<file path="src/core/cnv_fifo.v">
// small synchronous fifo with valid/ready on both sides
// assumes: one clock, synchronous active-high reset
`timescale 1ns/1ps
module cnv_fifo #(
  parameter WIDTH = 1,
  parameter DEPTH = 8,
  parameter AW    = 3
) (
  input  wire             sys_clk,
  input  wire             srst,
  input  wire [WIDTH-1:0] in_data,
  input  wire             in_valid,
  output wire             in_ready,
  output wire [WIDTH-1:0] out_data,
  output wire             out_valid,
  input  wire             out_ready,
  output wire [AW:0]      level
);
  reg  [WIDTH-1:0] mem_reg [0:DEPTH-1];
  reg  [AW-1:0]    wr_ptr_reg;
  reg  [AW-1:0]    rd_ptr_reg;
  reg  [AW:0]      count_reg;
  wire             push;
  wire             pop;

  assign in_ready  = (count_reg != DEPTH[AW:0]);
  assign out_valid = (count_reg != {(AW+1){1'b0}});
  assign out_data  = mem_reg[rd_ptr_reg];
  assign level     = count_reg;
  assign push      = in_valid & in_ready;
  assign pop       = out_valid & out_ready;

  always @(posedge sys_clk) begin
    if (push) begin
      mem_reg[wr_ptr_reg] <= in_data;
    end
  end

  always @(posedge sys_clk) begin
    if (srst) begin
      wr_ptr_reg <= {AW{1'b0}};
      rd_ptr_reg <= {AW{1'b0}};
      count_reg  <= {(AW+1){1'b0}};
    end else begin
      if (push) begin
        wr_ptr_reg <= wr_ptr_reg + 1'b1;
      end
      if (pop) begin
        rd_ptr_reg <= rd_ptr_reg + 1'b1;
      end
      if (push & ~pop) begin
        count_reg <= count_reg + 1'b1;
      end else if (pop & ~push) begin
        count_reg <= count_reg - 1'b1;
      end
    end
  end
endmodule

</file>
<file path="config.mk">
export PLATFORM = sky130hd
export DESIGN_NAME = cnv_fifo
export DESIGN_NICKNAME = d
export VERILOG_FILES = /design/src/core/cnv_fifo.v
export SDC_FILE = /design/constraint.sdc
export NUM_CORES = 1
export LEC_CHECK = 0
export BUFFER_PORTS_ARGS = -buffer_cell sky130_fd_sc_hd__clkbuf_2
export CAP_MARGIN = 20
export CORE_MARGIN = 5
export CORE_UTILIZATION = 49
export DETAILED_ROUTE_END_ITERATION = 7
export HOLD_SLACK_MARGIN = 0.06
export PLACE_DENSITY = 0.73
export RECOVER_POWER = 100
export SLEW_MARGIN = 20
export SYNTH_ARGS = -nofsm -noshare
export SYNTH_HDL_FRONTEND = slang
export SYNTH_SLANG_ARGS = --single-unit
</file>
<file path="constraint.sdc">
create_clock -name sys_clk -period 2.4 [get_ports sys_clk]
set_input_delay 0.12 -clock sys_clk [delete_from_list [all_inputs] [get_ports sys_clk]]
set_output_delay 0.12 -clock sys_clk [all_outputs]
set_load 0.005 [all_outputs]
</file>
==> impl_metrics.env <==
export IMPL_drt_iter0_drc=2
export IMPL_clock_latency_ps=290
export IMPL_place_hpwl_um=1240
export IMPL_yosysTopAreaCellShare_pct=26.5
export IMPL_ys_ff_latch=21
export IMPL_synth_edff_count=8
export IMPL_pwr_share_seq_pct=36.2
export IMPL_synth_area_leader_cell="dfxtp_1"
export IMPL_drv_cap=0
export IMPL_clockPowerShare_pct=11.1
export IMPL_pwr_share_comb_pct=52.7
export IMPL_worstMarginPinSlew_ps=391
export IMPL_fmax_mhz=431
export IMPL_cts_buffers=3
export IMPL_antenna_found_initial=0
export IMPL_drt_total_wl_um=1580
export IMPL_io_buffer_count=11
export IMPL_synth_nets=95
export IMPL_start_kind="register"
export IMPL_p_sw_w=0.000546
export IMPL_firstDrtPassIters=2
export IMPL_rows=16
export IMPL_synth_cell_types=30
export IMPL_synthArstFlopShare_pct=0
export IMPL_syn_inst=84
export IMPL_gp_congestion=0.753
export IMPL_cts_root_buf="clkbuf_4"
export IMPL_power_leakage_nw=0.449
export IMPL_grt_pass1_wl_um=2820
export IMPL_fin_area_sq_um=1180
export IMPL_worstPathMaxFanout=4
export IMPL_ys_seq_area_share_pct=50.9
export IMPL_start_util_pct=50.6
export IMPL_min_delay_start="srst"
export IMPL_antenna_cells=0
export IMPL_drive_above_1_share_pct=36.3
export IMPL_h_tree_depth=1
export IMPL_die_h_um=54.8
export IMPL_r2r_slack_ps=80
export IMPL_synthTopCellsByArea="dfxtp_1 26%, edfxtp_1 24%, ha_1 6.4%, nor2_1 5.3%, mux4_2 4.6%"
export IMPL_syn_area_per_cell_sq_um=11.7
export IMPL_crit_buf_inv=2
export IMPL_hold_violations=0
export IMPL_clock_path_buffers=2
export IMPL_crit_path_cell_trace="or4b_4, nand2_8, inv_4, ha_4, inv_4, ha_4, a21oi_4, a211oi_2, a31oi_1, mux2_2"
export IMPL_outcome="finished clean"
export IMPL_synthFlopType="dfxtp_1"
export IMPL_ctsHoldBuffers=0
export IMPL_grt_pass1_vias=649
export IMPL_fin_skew_ps=6.39
export IMPL_vdd_drop_max_mv=0.933
export IMPL_max_stage_delay_ps=580
export IMPL_crit_type="register to register"
export IMPL_synth_most_common_cell="nor2_1"
export IMPL_drtAntennaViolNets=0
export IMPL_timing_rr_start="level[2]"
export IMPL_die_w_um=54.8
export IMPL_synth_area_sq_um=983
export IMPL_wl_per_cell_um=12.2
export IMPL_intPower_w=0.000911
export IMPL_dieArea_sq_um=3000
export IMPL_cts_tree="built"
export IMPL_setup_viol=0
export IMPL_fin_crit_sh_pct=96.6
export IMPL_cp_slowest_cell="or4b_4"
export IMPL_cp_required_ps=2590
export IMPL_place_area_sq_um=1130
export IMPL_arrival_ps=2510
export IMPL_yosysWarnings=0
export IMPL_power_share_switching_pct=37.5
export IMPL_clock_sinks=21
export IMPL_gr_total_overflow=0
export IMPL_max_slew_margin_rel_pct=74.0
export IMPL_area_growth_syn_to_layout_pct=19.7
export IMPL_worstHoldPathType="input port to register"
export IMPL_nets=114
export IMPL_routed_via_count=630
export IMPL_path_clk_slew_ps=110
export IMPL_vias_per_cell=4.88
export IMPL_power_density_nw_per_um2=1240
export IMPL_grtUsageTotal_pct=13.0
export IMPL_crit_start="level[2]"
export IMPL_grt_start_max_net_pins=13
export IMPL_core_sq_um=1940
export IMPL_drc_errors=0
export IMPL_path_delay_family="simple AND/OR/NAND/NOR gates"
export IMPL_io_pin_count=12
export IMPL_synth_common_cells="14 x nor2_1, 13 x dfxtp_1, 8 x edfxtp_1, 5 x ha_1, 5 x nand3_1"
export IMPL_drv_slew=0
export IMPL_min_period_ps=2320
export IMPL_finish_utilization_pct=60.6
export IMPL_worst_setup_path_end_kind="register"
## worst paths after layout
check                  endpoint  depth (start not counted)
setup reg to reg       level[3]                         10
hold / removal    wr_ptr_reg[1]                          2
setup / recovery       level[3]                         10
hold reg to reg        register                          2
## power by group through the flow
stage / combinational (W) / sequential (W) / clock, W
after global routing: 0.000864 / 0.000541 / 0.000189
final: 0.000768 / 0.000527 / 0.000162
after CTS: 0.000722 / 0.000529 / 0.000170
after global placement: 0.000689 / 0.000532 / 0
after detailed placement: 0.000710 / 0.000534 / 0
after floorplan: 0.000487 / 0.000542 / 0
## per-stage QoR
stage                     TNS [ps]  cells  total power, W  hold slack [ps]  worst slack [ps]
after global routing         -2.40    129         0.00159              144             -2.40
after detailed placement     -2.35    124         0.00124              394             -2.35
after CTS                        0    128         0.00142             79.5              26.5
after floorplan                  0     84         0.00103              219              11.2
after global placement           0    124         0.00122              396              34.0
final                            0    129         0.00146              143              81.8
## routing by layer
metal	share of wire (%)	vias up	global-route usage, %
met5	0	-	0
met4	0	0	2.90
met3	2.7	0	3.81
met2	48	7	19.3
met1	49	293	18.4
li1	-	330	-
## cells by family (layout without fill, tap and decap cells)
group	after synthesis	in the layout	synth area share, %
buffers and inverters	5	23	2.67
AND/OR/NAND/NOR	35	35	20.2
multiplexers	5	5	7.89
XOR/XNOR	6	6	6.11
AO/OA/AOI/OAI	6	6	3.82
adder cells (fa/ha/maj)	6	6	8.40
flip-flops	21	21	50.9
## layout make-up
type	instances	area [sq um]
flip-flops and latches	21	505
repair buffers	17	86.3
fillers	169	764
well taps	27	33.8
clock buffers	3	22.5
multi-input cells	58	512
inverters	2	12.5
clock inverters	1	5.00
## placed cells by master, fill, tap and decap left out, types with 2 or more instances in the layout
| master | netlist | final |
|---|---|---|
| nor2_1 | 14 | 14 |
| dfxtp_1 | 13 | 11 |
| clkbuf_2 | 0 | 9 |
| edfxtp_1 | 8 | 8 |
| clkbuf_1 | 2 | 5 |
| nand3_1 | 5 | 4 |
| nor3_1 | 4 | 4 |
| xor2_1 | 4 | 4 |
| ha_1 | 5 | 3 |
| clkbuf_4 | 0 | 3 |
| buf_4 | 0 | 3 |
| inv_4 | 0 | 2 |
| nand2_4 | 1 | 2 |
| nand2_1 | 2 | 2 |
| nand2b_1 | 2 | 2 |
| mux4_2 | 2 | 2 |
| mux2_2 | 2 | 2 |
| a21oi_1 | 3 | 2 |
| nand3_2 | 1 | 2 |
| ha_4 | 0 | 2 |
## what timing repair did
| item | in CTS | in global routing |
|---|---|---|
| buffers inserted | 0 | 1 |
| gates resized for setup | 2 | 6 |
| pin swaps | 0 | 3 |
| endpoints found under the setup margin | 1 | 1 |
| cloned | 0 | 0 |
(Power assumes the default switching activity.)
